File: src/hdl/sbm_defines.svh
`ifndef SBM_DEFINES_SVH
`define SBM_DEFINES_SVH

// Processor addresses after the two high bits are dropped
`define SBM_CP_PAGE_OWN 2'h0
`define SBM_CP_PAGE_DC 2'h1
`define SBM_CP_PAGE_SUP 2'h2
`define SBM_CP_HBLK 6'h20
`define SBM_CP_DBLK 6'h21
`define SBM_CP_HCLR 6'h22
`define SBM_CP_DCLR 6'h23
`define SBM_CP_DRQ 6'h24
`define SBM_CP_MODE 6'h25
`define SBM_CP_MULTI 6'h26
`define SBM_CP_SECT 6'h27

// Host register indices inside each decoded range
`define SBM_H_DATA 3'h0
`define SBM_H_STAT 3'h7
`define SBM_H_AUX 3'h6

// Status and auxiliary control fields
`define SBM_ST_BSY 7
`define SBM_ST_DRQ 3
`define SBM_AUX_RST 2
`define SBM_AUX_IDS 1
`define SBM_AUX_RESET 8'h02
`define SBM_BUSY_RESET 1'h1

// Address counter layout
`define SBM_CTR_W 14
`define SBM_BLK_LSB 9
`define SBM_SEC_LAST 9'h1FF

`endif

File: src/hdl/sbm_pkg.sv
package sbm_pkg;

  typedef enum logic [1:0] {SEQ_IDLE, SEQ_ACCESS, SEQ_RECOVER} sbm_seq_state_t;

  typedef struct packed {
    logic [12:0] addr;
    logic bank;
    logic we_n;
    logic oe_n;
    logic [7:0] dout;
  } sbm_ram_t;

  typedef struct packed {
    logic [2:0] addr;
    logic cs_n;
    logic rd_n;
    logic wr_n;
    logic [7:0] dout;
  } sbm_dcbus_t;

  typedef struct packed {
    logic [13:0] addr;
    logic we;
    logic [7:0] wdata;
  } sbm_memreq_t;

endpackage

File: src/hdl/sbm_addr_ctr.sv
`timescale 1ns/1ns
module sbm_addr_ctr #(
  parameter int W = 14,
  parameter int BLK_LSB = 9
) (
  input wire logic clk,
  input wire logic rst_n,
  input wire logic clr,
  input wire logic ld,
  input wire logic [W-BLK_LSB-1:0] ld_blk,
  input wire logic inc,
  output logic [W-1:0] q
);

  // Block load starts the counter at a block boundary
  always_ff @(posedge clk or negedge rst_n) begin
    if (!rst_n) begin
      q <= '0;
    end else if (clr) begin
      q <= '0;
    end else if (ld) begin
      q <= {ld_blk, {BLK_LSB{1'b0}}};
    end else if (inc) begin
      q <= q + {{(W-1){1'b0}}, 1'b1};
    end
  end

endmodule

File: src/hdl/sbm_seq.sv
`timescale 1ns/1ns
module sbm_seq (
  input wire logic clk,
  input wire logic rst_n,
  input wire logic host_req,
  input wire sbm_pkg::sbm_memreq_t host_mr,
  input wire logic dc_req,
  input wire sbm_pkg::sbm_memreq_t dc_mr,
  input wire logic [7:0] ram_din,
  output sbm_pkg::sbm_ram_t ram,
  output logic host_done,
  output logic dc_done,
  output logic [7:0] rd_byte
);

  sbm_pkg::sbm_seq_state_t state_reg;
  logic gnt_host_reg;
  sbm_pkg::sbm_memreq_t pick;

  assign pick = host_req ? host_mr : dc_mr;

  // One grant per memory cycle, then a recovery slot
  always_ff @(posedge clk or negedge rst_n) begin
    if (!rst_n) begin
      state_reg <= sbm_pkg::SEQ_IDLE;
      gnt_host_reg <= 1'b0;
    end else begin
      case (state_reg)
        sbm_pkg::SEQ_IDLE: begin
          if (host_req || dc_req) begin
            state_reg <= sbm_pkg::SEQ_ACCESS;
            gnt_host_reg <= host_req;
          end
        end
        sbm_pkg::SEQ_ACCESS: state_reg <= sbm_pkg::SEQ_RECOVER;
        sbm_pkg::SEQ_RECOVER: state_reg <= sbm_pkg::SEQ_IDLE;
        default: state_reg <= sbm_pkg::SEQ_IDLE;
      endcase
    end
  end

  // Memory strobes; address of the granted requester goes out
  always_ff @(posedge clk or negedge rst_n) begin
    if (!rst_n) begin
      ram <= '{addr: 13'h0000, bank: 1'b0, we_n: 1'b1, oe_n: 1'b1, dout: 8'h00};
    end else if (state_reg == sbm_pkg::SEQ_IDLE && (host_req || dc_req)) begin
      ram.addr <= pick.addr[13:1];
      ram.bank <= pick.addr[0];
      ram.we_n <= ~pick.we;
      ram.oe_n <= pick.we;
      ram.dout <= pick.wdata;
    end else begin
      ram.we_n <= 1'b1;
      ram.oe_n <= 1'b1;
    end
  end

  always_ff @(posedge clk or negedge rst_n) begin
    if (!rst_n) begin
      host_done <= 1'b0;
      dc_done <= 1'b0;
      rd_byte <= 8'h00;
    end else begin
      host_done <= state_reg == sbm_pkg::SEQ_ACCESS && gnt_host_reg;
      dc_done <= state_reg == sbm_pkg::SEQ_ACCESS && !gnt_host_reg;
      if (state_reg == sbm_pkg::SEQ_ACCESS) begin
        rd_byte <= ram_din;
      end
    end
  end

endmodule

File: src/hdl/sbm_top.sv
// Functional notes
// - Host interrupt only when level set, disable bit clear and not busy.
// - Level clears on host command write, status read, programmed or master reset.
// - Support address 20 reaches host block counter, 21 the disk-side one.
// - Write 22 clears host counter; read 22 enters sleep and clears busy.
// - Write 23 clears disk-side counter; read 23 selects seven-byte ECC.
// - 24: write sets data request, read sets interrupt; 25: read mode, prefetch.
// - Write 26 sets multi-sector mode; read 26 clears it.
// - Write 27 loads sector block counter; read 27 enters idle mode.
// - Processor 00-07 own task file, 10-17 chip task file, 30-3F reserved.
// - Top two processor address bits ignored in decoding.
// - Support commands come only from the processor port, never the host.
// - Host ranges chosen externally; individual registers decoded here.
// - Task file image registers; host sees copies, processor sees both.
// - Low-byte pipeline registers on host and disk sides for concurrency.
// - Arbitrate memory requests; granted counter drives memory address.
// - Clocked sequencer favours host and makes memory strobes.
// - 14-bit counters; upper 13 bits address memory, low bit picks byte.
// - All chip data, address, select and strobe switching done here.
// - Active-low wake-up to the processor.
// - Host write: high byte held, low byte posted, both to RAM later.
// - Host reads prefetch two bytes; each data read starts the next two.
// - Disable bit does not clear pending level; it shows once re-enabled.
// - Host data port moves one 16-bit word per access.
`timescale 1ns/1ns
`include "sbm_defines.svh"
module sbm_top (
  input wire logic sys_clk,
  input wire logic rstn,
  input wire logic host_cs_task,
  input wire logic host_cs_aux,
  input wire logic [2:0] host_addr,
  input wire logic host_wr,
  input wire logic host_rd,
  input wire logic [15:0] host_wdata,
  output logic [15:0] host_rdata,
  output logic host_irq,
  input wire logic [7:0] cp_addr,
  input wire logic cp_wr,
  input wire logic cp_rd,
  input wire logic [7:0] cp_wdata,
  output logic [7:0] cp_rdata,
  output logic processor_wakeup_n,
  output sbm_pkg::sbm_dcbus_t dc_bus,
  input wire logic [7:0] dc_din,
  input wire logic dc_brq,
  output logic dc_back,
  output sbm_pkg::sbm_ram_t ram,
  input wire logic [7:0] ram_din,
  output logic ecc7_mode,
  output logic sleep_mode
);

  logic [1:0] rst_sync;
  logic rst_n_i;
  logic [5:0] cp_a;
  logic [7:0] aux_reg;
  logic soft_clr;
  logic busy_reg, irq_lvl_reg, drq_reg, read_mode_reg, multi_reg;
  logic [7:0] sec_blk_reg, stat_img_reg, cmd_reg, dc_hold_reg;
  logic [7:0] tf_reg [1:6];
  logic [7:0] host_lo_reg, host_hi_reg, dc_pipe_reg;
  logic [1:0] host_pend_reg;
  logic host_dir_wr_reg, dc_vld_reg, dc_pend_reg, dc_rd_pend_reg;
  logic [13:0] hc_q, dcc_q;
  logic host_done, dc_done;
  logic [7:0] rd_byte;
  sbm_pkg::sbm_memreq_t host_mr, dc_mr;
  logic h_data_wr, h_data_rd, h_cmd_wr, h_stat_rd, h_aux_wr, h_tf_wr;
  logic sec_end, idle_cmd;
  logic [7:0] status;

  function automatic logic cp_hit(input logic [5:0] a, input logic [5:0] code);
    cp_hit = (a == code);
  endfunction

  function automatic logic host_hit(input logic cs, input logic [2:0] a, input logic [2:0] idx);
    host_hit = cs && (a == idx);
  endfunction

  always_ff @(posedge sys_clk or negedge rstn) begin
    if (!rstn) begin
      rst_sync <= 2'h0;
    end else begin
      rst_sync <= {rst_sync[0], 1'b1};
    end
  end
  assign rst_n_i = rst_sync[1];

  assign cp_a = cp_addr[5:0];

  // Host decode; support commands have no path from this port
  assign h_data_wr = host_wr && host_hit(host_cs_task, host_addr, `SBM_H_DATA);
  assign h_data_rd = host_rd && host_hit(host_cs_task, host_addr, `SBM_H_DATA);
  assign h_cmd_wr = host_wr && host_hit(host_cs_task, host_addr, `SBM_H_STAT);
  assign h_stat_rd = host_rd && host_hit(host_cs_task, host_addr, `SBM_H_STAT);
  assign h_aux_wr = host_wr && host_hit(host_cs_aux, host_addr, `SBM_H_AUX);
  assign h_tf_wr = host_wr && host_cs_task && host_addr != `SBM_H_DATA && host_addr != `SBM_H_STAT;

  assign soft_clr = aux_reg[`SBM_AUX_RST];
  assign idle_cmd = cp_rd && cp_hit(cp_a, `SBM_CP_SECT);
  assign sec_end = host_done && hc_q[8:0] == `SBM_SEC_LAST;
  assign status = {busy_reg, stat_img_reg[6:4], drq_reg, stat_img_reg[2:0]};

  // Programmed reset holds the section clear while the bit stays set
  always_ff @(posedge sys_clk or negedge rst_n_i) begin
    if (!rst_n_i) begin
      aux_reg <= `SBM_AUX_RESET;
    end else if (h_aux_wr) begin
      aux_reg <= {5'h00, host_wdata[`SBM_AUX_RST], host_wdata[`SBM_AUX_IDS], 1'b0};
    end
  end

  // Command write sets busy even if sleep is ordered in the same cycle
  always_ff @(posedge sys_clk or negedge rst_n_i) begin
    if (!rst_n_i) begin
      busy_reg <= `SBM_BUSY_RESET;
    end else if (h_cmd_wr || soft_clr) begin
      busy_reg <= 1'b1;
    end else if (cp_rd && cp_hit(cp_a, `SBM_CP_HCLR)) begin
      busy_reg <= 1'b0;
    end
  end

  always_ff @(posedge sys_clk or negedge rst_n_i) begin
    if (!rst_n_i) begin
      irq_lvl_reg <= 1'b0;
    end else if (cp_rd && cp_hit(cp_a, `SBM_CP_DRQ)) begin
      irq_lvl_reg <= 1'b1;
    end else if (h_cmd_wr || h_stat_rd || soft_clr) begin
      irq_lvl_reg <= 1'b0;
    end
  end

  // Disable bit only gates; the pending level is kept
  always_ff @(posedge sys_clk or negedge rst_n_i) begin
    if (!rst_n_i) begin
      host_irq <= 1'b0;
    end else begin
      host_irq <= irq_lvl_reg && !aux_reg[`SBM_AUX_IDS] && !busy_reg;
    end
  end

  always_ff @(posedge sys_clk or negedge rst_n_i) begin
    if (!rst_n_i) begin
      drq_reg <= 1'b0;
    end else if (cp_wr && cp_hit(cp_a, `SBM_CP_DRQ)) begin
      drq_reg <= 1'b1;
    end else if (soft_clr || idle_cmd) begin
      drq_reg <= 1'b0;
    end else if (sec_end && !(multi_reg && sec_blk_reg > 8'h01)) begin
      drq_reg <= 1'b0;
    end
  end

  always_ff @(posedge sys_clk or negedge rst_n_i) begin
    if (!rst_n_i) begin
      sec_blk_reg <= 8'h00;
    end else if (cp_wr && cp_hit(cp_a, `SBM_CP_SECT)) begin
      sec_blk_reg <= cp_wdata;
    end else if (soft_clr) begin
      sec_blk_reg <= 8'h00;
    end else if (sec_end && sec_blk_reg != 8'h00) begin
      sec_blk_reg <= sec_blk_reg - 8'h01;
    end
  end

  always_ff @(posedge sys_clk or negedge rst_n_i) begin
    if (!rst_n_i) begin
      read_mode_reg <= 1'b0;
      multi_reg <= 1'b0;
      ecc7_mode <= 1'b0;
      sleep_mode <= 1'b0;
    end else if (soft_clr) begin
      read_mode_reg <= 1'b0;
      multi_reg <= 1'b0;
      ecc7_mode <= 1'b0;
      sleep_mode <= 1'b0;
    end else begin
      if (cp_wr && cp_hit(cp_a, `SBM_CP_MODE)) begin
        read_mode_reg <= 1'b1;
      end else if (idle_cmd) begin
        read_mode_reg <= 1'b0;
      end
      if (cp_wr && cp_hit(cp_a, `SBM_CP_MULTI)) begin
        multi_reg <= 1'b1;
      end else if (cp_rd && cp_hit(cp_a, `SBM_CP_MULTI)) begin
        multi_reg <= 1'b0;
      end
      if (cp_rd && cp_hit(cp_a, `SBM_CP_DCLR)) begin
        ecc7_mode <= 1'b1;
      end
      if (cp_rd && cp_hit(cp_a, `SBM_CP_HCLR)) begin
        sleep_mode <= 1'b1;
      end else if (h_cmd_wr || idle_cmd) begin
        sleep_mode <= 1'b0;
      end
    end
  end

  // Wake-up stays low until the processor reads the command copy
  always_ff @(posedge sys_clk or negedge rst_n_i) begin
    if (!rst_n_i) begin
      processor_wakeup_n <= 1'b1;
    end else if (h_cmd_wr || soft_clr) begin
      processor_wakeup_n <= 1'b0;
    end else if (cp_rd && cp_a == {`SBM_CP_PAGE_OWN, 1'b0, `SBM_H_STAT}) begin
      processor_wakeup_n <= 1'b1;
    end
  end

  // Task file copies; processor write wins a same-cycle collision
  always_ff @(posedge sys_clk or negedge rst_n_i) begin
    if (!rst_n_i) begin
      for (int i = 1; i <= 6; i++) begin
        tf_reg[i] <= 8'h00;
      end
      cmd_reg <= 8'h00;
      stat_img_reg <= 8'h00;
    end else begin
      if (h_tf_wr) begin
        tf_reg[host_addr] <= host_wdata[7:0];
      end
      if (h_cmd_wr) begin
        cmd_reg <= host_wdata[7:0];
      end
      if (cp_wr && cp_a[5:3] == 3'h0) begin
        if (cp_a[2:0] == `SBM_H_STAT) begin
          stat_img_reg <= cp_wdata;
        end else if (cp_a[2:0] != `SBM_H_DATA) begin
          tf_reg[cp_a[2:0]] <= cp_wdata;
        end
      end
    end
  end

  // Host pipeline: two bytes moved per word, low byte first
  always_ff @(posedge sys_clk or negedge rst_n_i) begin
    if (!rst_n_i) begin
      host_lo_reg <= 8'h00;
      host_hi_reg <= 8'h00;
      host_pend_reg <= 2'h0;
      host_dir_wr_reg <= 1'b0;
    end else if (soft_clr) begin
      host_pend_reg <= 2'h0;
    end else if (h_data_wr) begin
      host_lo_reg <= host_wdata[7:0];
      host_hi_reg <= host_wdata[15:8];
      host_pend_reg <= 2'h2;
      host_dir_wr_reg <= 1'b1;
    end else if (h_data_rd || (cp_rd && cp_hit(cp_a, `SBM_CP_MODE))) begin
      host_pend_reg <= 2'h2;
      host_dir_wr_reg <= 1'b0;
    end else if (host_done) begin
      host_pend_reg <= host_pend_reg - 2'h1;
      if (!host_dir_wr_reg && hc_q[0]) begin
        host_hi_reg <= rd_byte;
      end else if (!host_dir_wr_reg) begin
        host_lo_reg <= rd_byte;
      end
    end
  end

  assign host_mr = '{addr: hc_q, we: host_dir_wr_reg, wdata: hc_q[0] ? host_hi_reg : host_lo_reg};
  assign dc_mr = '{addr: dcc_q, we: read_mode_reg, wdata: dc_pipe_reg};

  // Disk-side pipeline: one byte posted or prefetched at a time
  always_ff @(posedge sys_clk or negedge rst_n_i) begin
    if (!rst_n_i) begin
      dc_pipe_reg <= 8'h00;
      dc_vld_reg <= 1'b0;
      dc_pend_reg <= 1'b0;
      dc_back <= 1'b0;
    end else if (soft_clr || (cp_wr && cp_hit(cp_a, `SBM_CP_DCLR))) begin
      dc_vld_reg <= 1'b0;
      dc_pend_reg <= 1'b0;
      dc_back <= 1'b0;
    end else begin
      dc_back <= 1'b0;
      if (dc_done) begin
        dc_pend_reg <= 1'b0;
        if (!read_mode_reg) begin
          dc_pipe_reg <= rd_byte;
          dc_vld_reg <= 1'b1;
        end
      end else if (!dc_pend_reg && !dc_back) begin
        if (read_mode_reg && dc_brq) begin
          dc_pipe_reg <= dc_din;
          dc_pend_reg <= 1'b1;
          dc_back <= 1'b1;
        end else if (!read_mode_reg && dc_vld_reg && dc_brq) begin
          dc_vld_reg <= 1'b0;
          dc_back <= 1'b1;
        end else if (!read_mode_reg && !dc_vld_reg) begin
          dc_pend_reg <= 1'b1;
        end
      end
    end
  end

  // Chip register access and byte hand-off share the chip data bus
  always_ff @(posedge sys_clk or negedge rst_n_i) begin
    if (!rst_n_i) begin
      dc_bus <= '{addr: 3'h0, cs_n: 1'b1, rd_n: 1'b1, wr_n: 1'b1, dout: 8'h00};
      dc_rd_pend_reg <= 1'b0;
      dc_hold_reg <= 8'h00;
    end else begin
      dc_rd_pend_reg <= 1'b0;
      dc_bus.cs_n <= 1'b1;
      dc_bus.rd_n <= 1'b1;
      dc_bus.wr_n <= 1'b1;
      if ((cp_wr || cp_rd) && cp_a[5:4] == `SBM_CP_PAGE_DC && !cp_a[3]) begin
        dc_bus.addr <= cp_a[2:0];
        dc_bus.cs_n <= 1'b0;
        dc_bus.rd_n <= ~cp_rd;
        dc_bus.wr_n <= ~cp_wr;
        dc_rd_pend_reg <= cp_rd;
        if (cp_wr) begin
          dc_bus.dout <= cp_wdata;
        end
      end else if (!read_mode_reg && dc_vld_reg && dc_brq && !dc_pend_reg && !dc_back) begin
        dc_bus.dout <= dc_pipe_reg;
      end
      if (dc_rd_pend_reg) begin
        dc_hold_reg <= dc_din;
      end
    end
  end

  sbm_addr_ctr #(.W(`SBM_CTR_W), .BLK_LSB(`SBM_BLK_LSB)) u_host_ctr (
    .clk(sys_clk),
    .rst_n(rst_n_i),
    .clr(soft_clr || (cp_wr && cp_hit(cp_a, `SBM_CP_HCLR))),
    .ld(cp_wr && cp_hit(cp_a, `SBM_CP_HBLK)),
    .ld_blk(cp_wdata[4:0]),
    .inc(host_done),
    .q(hc_q)
  );

  sbm_addr_ctr #(.W(`SBM_CTR_W), .BLK_LSB(`SBM_BLK_LSB)) u_dc_ctr (
    .clk(sys_clk),
    .rst_n(rst_n_i),
    .clr(soft_clr || (cp_wr && cp_hit(cp_a, `SBM_CP_DCLR))),
    .ld(cp_wr && cp_hit(cp_a, `SBM_CP_DBLK)),
    .ld_blk(cp_wdata[4:0]),
    .inc(dc_done),
    .q(dcc_q)
  );

  sbm_seq u_seq (
    .clk(sys_clk),
    .rst_n(rst_n_i),
    .host_req(host_pend_reg != 2'h0),
    .host_mr(host_mr),
    .dc_req(dc_pend_reg),
    .dc_mr(dc_mr),
    .ram_din(ram_din),
    .ram(ram),
    .host_done(host_done),
    .dc_done(dc_done),
    .rd_byte(rd_byte)
  );

  // Processor read; chip registers return the previous chip read
  always_ff @(posedge sys_clk or negedge rst_n_i) begin
    if (!rst_n_i) begin
      cp_rdata <= 8'h00;
    end else if (cp_rd) begin
      cp_rdata <= 8'h00;
      case (cp_a[5:4])
        `SBM_CP_PAGE_OWN: begin
          if (!cp_a[3] && cp_a[2:0] == `SBM_H_DATA) begin
            cp_rdata <= host_lo_reg;
          end else if (!cp_a[3] && cp_a[2:0] == `SBM_H_STAT) begin
            cp_rdata <= cmd_reg;
          end else if (!cp_a[3]) begin
            cp_rdata <= tf_reg[cp_a[2:0]];
          end
        end
        `SBM_CP_PAGE_DC: begin
          if (!cp_a[3]) begin
            cp_rdata <= dc_hold_reg;
          end
        end
        `SBM_CP_PAGE_SUP: begin
          if (cp_hit(cp_a, `SBM_CP_HBLK)) begin
            cp_rdata <= {3'h0, hc_q[13:9]};
          end else if (cp_hit(cp_a, `SBM_CP_DBLK)) begin
            cp_rdata <= {3'h0, dcc_q[13:9]};
          end
        end
        default: cp_rdata <= 8'h00;
      endcase
    end
  end

  // Host read; data word comes from the prefetched pair
  always_ff @(posedge sys_clk or negedge rst_n_i) begin
    if (!rst_n_i) begin
      host_rdata <= 16'h0000;
    end else if (host_rd) begin
      host_rdata <= 16'h0000;
      if (host_hit(host_cs_task, host_addr, `SBM_H_DATA)) begin
        host_rdata <= {host_hi_reg, host_lo_reg};
      end else if (host_hit(host_cs_task, host_addr, `SBM_H_STAT)) begin
        host_rdata <= {8'h00, status};
      end else if (host_cs_task) begin
        host_rdata <= {8'h00, tf_reg[host_addr]};
      end else if (host_hit(host_cs_aux, host_addr, `SBM_H_AUX)) begin
        host_rdata <= {8'h00, status};
      end
    end
  end

endmodule
File: config.mk
export PLATFORM = sky130hd
export DESIGN_NAME = sbm_top
export DESIGN_NICKNAME = d
export VERILOG_FILES = /design/src/hdl/sbm_pkg.sv /design/src/hdl/sbm_addr_ctr.sv /design/src/hdl/sbm_seq.sv /design/src/hdl/sbm_top.sv
export VERILOG_INCLUDE_DIRS = /design/src /design/src/hdl
export SDC_FILE = /design/constraint.sdc
export NUM_CORES = 1
export LEC_CHECK = 0
export ABC_AREA = 1
export ABC_CLOCK_PERIOD_IN_PS = 12000
export BUFFER_PORTS_ARGS = -buffer_cell sky130_fd_sc_hd__buf_2
export CORE_ASPECT_RATIO = 0.8
export CORE_MARGIN = 2
export CORE_UTILIZATION = 57
export DETAILED_ROUTE_END_ITERATION = 6
export PLACE_DENSITY_LB_ADDON = 0.05
export SYNTH_ARGS = -nofsm -noshare
export SYNTH_HDL_FRONTEND = slang
export SYNTH_HIERARCHICAL = 1
export SYNTH_SLANG_ARGS = --single-unit
File: constraint.sdc
create_clock -name sys_clk -period 12 [get_ports sys_clk]
set_clock_uncertainty 0.15 [all_clocks]
set_input_delay 0.6 -clock sys_clk [delete_from_list [all_inputs] [get_ports sys_clk]]
set_output_delay 0.6 -clock sys_clk [all_outputs]
set_load 0.1 [all_outputs]
Yosys cells after proc, flatten, opt, wreduce, memory -nomap -nowiden
Index checks and enable logic that the tools add are counted.

word-level totals
  register bits after elaboration = 226
  bits of input ports = 60
  output and inout bits = 67
  word-level logic and storage cells = 302

cells by class
  add/sub/neg operators = 4
  order comparisons = 5
  equal/unequal tests = 26
  multiplexer cells = 102
  bitwise logic cells = 7
  reductions and logical operators = 109

operators by type and width
  kind                                           number
  2-to-1 mux 8 bit                               33
  2-to-1 mux 48 bit                              4
  bitwise mux 48 bit                             2
  2-to-1 mux 14 bit                              6
  logical AND 1 bit                              50
  binary-select mux 8 bit (select 3 bit)         2
  demux 8 bit (select 3 bit)                     2
  == test 6 bit, second input constant           8
  2-to-1 mux 1 bit                               40
  nonzero test 3 bit                             11
  adder 14 x 1 -> 14 bit, second input constant  2
  one-hot mux 8 bit (3 select lines)             1
  2-to-1 mux 23 bit                              1
  nonzero test 2 bit                             11
  2-to-1 mux 16 bit                              1
  2-to-1 mux 2 bit                               6
  AND reduction 4 bit                            3
  logical NOT 1 bit                              10
  logical OR 1 bit                               10
  2-to-1 mux 5 bit                               2
  != test 2 bit, second input constant           5
  == test 3 bit, second input constant           3
  == test 9 bit, second input constant           1
  logical NOT 3 bit                              3
  22 further kinds                               36

Longest topological paths before layout
  depth after elaboration = 11
  mapped depth = 14
  gate-level depth less buffers = 13

By module
Netlist, hierarchy kept.

by module, submodules not included
  module        instances  cells an instance  area each (um^2)  seq. area each (um^2)
  sbm_top       1          1165               8868.5            4011.3
  sbm_addr_ctr  2          128                859.6             350.3
  sbm_seq       1          226                1704.1            928.4

Worst setup path before layout
Ideal clock, no wire load.

  kind = input -> register
  start = in cp_addr[0]
  end = reg u_host_ctr.q[10]
  setup time = 0.076 ns
  data arrival time = 2.224 ns
  data required time = 11.774 ns
  slack = 9.550 ns
  stages on the path = 13
  buffers on the path = 1
  cell sequence = buf_4 -> inv_2 -> nand2_1 -> nor2_1 -> inv_1 -> o31ai_1 -> nor2_4 -> nand2_4 -> inv_4 -> or2_4 -> nor2_2 -> nand2_1 -> o21ai_1

on the way
  word-level cells in the longest chain between the ends = 4

RTL lines
  element                                                  line                                text
  start, declared                                          sbm_top.sv:38                       input wire logic [7:0] cp_addr,
  == test 6 bit                                            sbm_top.sv:74                       cp_hit = (a == code);
  logical AND 1 bit (on tied branches)                     sbm_top.sv:334, sbm_top.sv:333
  2-to-1 mux 14 bit or logical OR 1 bit (tied branches)    sbm_addr_ctr.sv:21, sbm_top.sv:333
  2-to-1 mux 14 bit or nonzero test 3 bit (tied branches)  -
  end signal, assigned                                     sbm_addr_ctr.sv:22                  q <= {ld_blk, {BLK_LSB{1'b0}}};
  end signal, assigned                                     sbm_addr_ctr.sv:24                  q <= q + {{(W-1){1'b0}}, 1'b1};
  end, declared                                            sbm_addr_ctr.sv:12                  output logic [W-1:0] q

Several ways; a longest one is shown, not always the timed one.
A chain may end at the register's enable or synchronous reset.

Worst setup path in the final report
  start = in cp_addr[0]
  end = reg u_dc_ctr.q[10]

on the way
  word-level cells in the longest chain between the ends = 4

RTL lines
  element                                                  line
  == test 6 bit                                            sbm_top.sv:74
  logical AND 1 bit (on tied branches)                     sbm_top.sv:344, sbm_top.sv:343
  2-to-1 mux 14 bit or logical OR 1 bit (tied branches)    sbm_addr_ctr.sv:21, sbm_top.sv:343
  2-to-1 mux 14 bit or nonzero test 3 bit (tied branches)  -
  end signal, assigned                                     sbm_addr_ctr.sv:22
  end signal, assigned                                     sbm_addr_ctr.sv:24
  end, declared                                            sbm_addr_ctr.sv:12

Several ways; a longest one is shown, not always the timed one.

==> flow_metrics.tcl <==
set metrics [dict create \
    grt_usage 0.338 \
    critPathLaunchType "primary input" \
    area_delta_synth_final_pct 12.2 \
    critPathBufInv 3 \
    clkLatencyLatePin_ps 530 \
    finalCritPeriodShare 0.231 \
    largest_reg_flops 48 \
    gp_congestion 0.978 \
    slowest_stage "nor3_1" \
    first_iter_violations 1419 \
    dp_hpwl_mm 27.8 \
    fmax_mhz 361 \
    required_ps 12270 \
    clock_path_buffers 3 \
    grt_max_degree 178 \
    coreArea_sq_um 21400 \
    grt_pass1_wl_mm 59.6 \
    die-height_um 135 \
    grt_pass1_vias 10600 \
    fin_tns_setup_ps 0 \
    synth_cells 1647 \
    synth.top_cell.area_share 0.442 \
    p_per_area_nw_per_um2 222 \
    cts_tree "done" \
    cts.sinks 225 \
    drive_above_1_share 0.134 \
    relSlewSlack 0.283 \
    htree_num_levels 1 \
    synth_area_leaders "dfrtp_1 44%, nand2_1 18%, o21ai_0 5.7%" \
    ys_ff_latch 225 \
    overflow 0 \
    crit_family "simple AND/OR/NAND/NOR gates" \
    crit_path_end_kind "flip-flop" \
    drtAntennaViolNets 0 \
    cp_max_fo 18 \
    numCtsBuffers 24 \
    rows 48 \
    rsz0062_at_grt "false" \
    clk_pin_slew_ps 60 \
    ir_drop_mv 0.163 \
    hold_viol_final 0 \
    cp_data_arrival_time_ps 3030 \
    avgSynthCellArea_sq_um 7.46 \
    pre_cts_ws_ps 8790 \
    synth_edf_count 0 \
    crit_chain "buf_2 > inv_2 > nor2_4 > nand2_1 > nor3_1 > clkinv_1 > nor2_1 > nor2_2 > nand2_1 > o21ai_1" \
    synth_cell_types 52 \
    tightest_slew_ps 1080 \
    io_buffers 124 \
    outcome "finished, final reports clean" \
    start_util 0.575 \
    ys_warn_count 6 \
    vias 11800 \
    ys_seq_area_frac 0.459 \
    min_path_type "primary input to flip-flop" \
    worst_slack_ps 9230 \
    worstSetupPathType "primary input to flip-flop" \
    fin_total_pwr_mw 3.07 \
    synth_area_sq_um 12300 \
    io-pin-count 127 \
    cap_violations 0 \
    p_leak_nw 7.03 \
    cts_resized 0 \
    dr.pass1.iters 5 \
    syn_nets 1713 \
    synth_async_sr_flop_share 1.00 \
    crit_top_cell "nand2_1" \
    synth_top_area_cell "dfrtp_1" \
    chipWidth_um 168 \
    post-route-min-period_ps 2770 \
    antenna_found_initial 1 \
    synth_flop_cell "dfrtp_1" \
    max_stage_delay_ps 600 \
    viasPerCell 5.76 \
    nets 1816 \
    holdBufCountCts 1 \
    routed_wl_mm 38.4 \
    cts_root_buf "clkbuf_16" \
    drv_slew 0 \
    wl_per_cell_um 18.8 \
    route.detailed.drc 0 \
    finalSetupViolations 0 \
    fillers 1974 \
    cts_setup_buffers 0 \
    final_core_util 0.645 \
    die_area_sq_um 22800 \
]
[placed cells by master (no fill, tap or decap), types with 5 or more instances in the layout]
master / count
o21a_1: 8
inv_4: 5
buf_2: 124
nor2_4: 7
dfstp_2: 8
clkbuf_16: 24
inv_2: 9
nand2_1: 579
nand3_1: 112
or2_2: 10
nand2_4: 8
ha_1: 6
a211oi_1: 7
a31oi_1: 10
nor3_1: 8
o22ai_1: 8
nor2_1: 113
o211a_1: 5
clkbuf_8: 7
a21oi_1: 72
o21ai_1: 12
clkbuf_1: 9
o211ai_1: 27
nand4_1: 27
nand2_2: 5
dfrtp_1: 216
o21ai_0: 140
inv_1: 149
[cell usage after synthesis (2+ instances only)]
master and count:
nand2_1 579, dfrtp_1 217, inv_1 149, o21ai_0 140, nor2_1 113, nand3_1 112, a21oi_1 72, nand4_1 27
o211ai_1 27, buf_2 19, clkbuf_1 17, o21ai_1 12, a31oi_1 10, or2_2 10, buf_4 9, inv_2 9
dfstp_2 8, nand2_4 8, nor3_1 8, o21a_1 8, o22ai_1 8, a211oi_1 7, nor2_4 7, buf_6 6
ha_1 6, inv_4 5, nand2_2 5, o211a_1 5, clkinv_1 4, nor2_2 4, o21ai_4 4, nand3_4 3
o31ai_1 3, xor2_1 3, a21oi_4 2, o2111ai_1 2, or2_1 2, or2_4 2, xnor2_1 2
[report_power, final]
group,total (mW),internal (mW),switching [mW],leakage (nW)
logic,1.17,0.292,0.879,3.83
clock network,0.743,0.435,0.308,0.382
registers,1.15,0.960,0.194,2.82
[area by class of cell]
type | instances | area, sq um | area share
well taps | 275 | 344 | 0.0249
flip-flops and latches | 225 | 5640 | 0.409
inverters | 168 | 644 | 0.0467
clock buffers | 40 | 731 | 0.0530
repair buffers | 128 | 666 | 0.0482
multi-input cells | 1203 | 5710 | 0.414
clock inverters | 3 | 51.3 | 0.00372
diodes | 1 | 2.50 | 0.000181
[tightest hold or removal path, stage by stage]
cell and delay (ps):
buf_2 80, nand2_1 50, nand2_1 50
[worst paths after layout]
check | startpoint | end | slack [ps] | cells after the start
min in group asynchronous | rst_sync[1]$_DFF_PN0_ | u_dc_ctr/q[12]$_DFFE_PN0P_ | 220 | 0
max in group asynchronous | rst_sync[1]$_DFF_PN0_ | host_rdata[1]$_DFFE_PN0P_ | 10040 | 1
min reg2reg | rst_sync[1]$_DFF_PN0_ | u_dc_ctr/q[12]$_DFFE_PN0P_ | 220 | 0
min | ram_din[5] | u_seq/rd_byte[5]$_DFFE_PN0N_ | 120 | 3
max | cp_addr[0] | u_dc_ctr/q[10]$_DFFE_PN0P_ | 9230 | 10
max reg2reg | aux_reg[2]$_DFFE_PN0P_ | u_dc_ctr/q[9]$_DFFE_PN0P_ | 9590 | 9
[kinds of logic after synthesis]
kind of cell,synth area share
XOR/XNOR,0.00356
buffers and inverters,0.0763
other,0.000305
adder cells (fa/ha/maj),0.00611
AND/OR/NAND/NOR,0.309
flip-flops,0.459
AO/OA/AOI/OAI,0.146
[through the flow]
stage | area, sq um | std cells | hold WS (ps)
6_report | 13800 | 2043 | 121
5_1_grt | 13800 | 2043 | 125
4_1_cts | 13800 | 2042 | 112
3_5_place_dp | 13000 | 1998 | 187
3_3_place_gp | 13000 | 1998 | 193
2_1_floorplan | 12300 | 1647 | 154
[layer usage]
layer | track usage | part of all wire | up-vias
met5 | 0 | 0 | -
met4 | 0.0972 | 0.029 | 0
met3 | 0.0611 | 0.097 | 62
met2 | 0.476 | 0.41 | 532
met1 | 0.530 | 0.47 | 5601
li1 | - | - | 5570
Note: power is estimated with default switching activity, not from simulation.
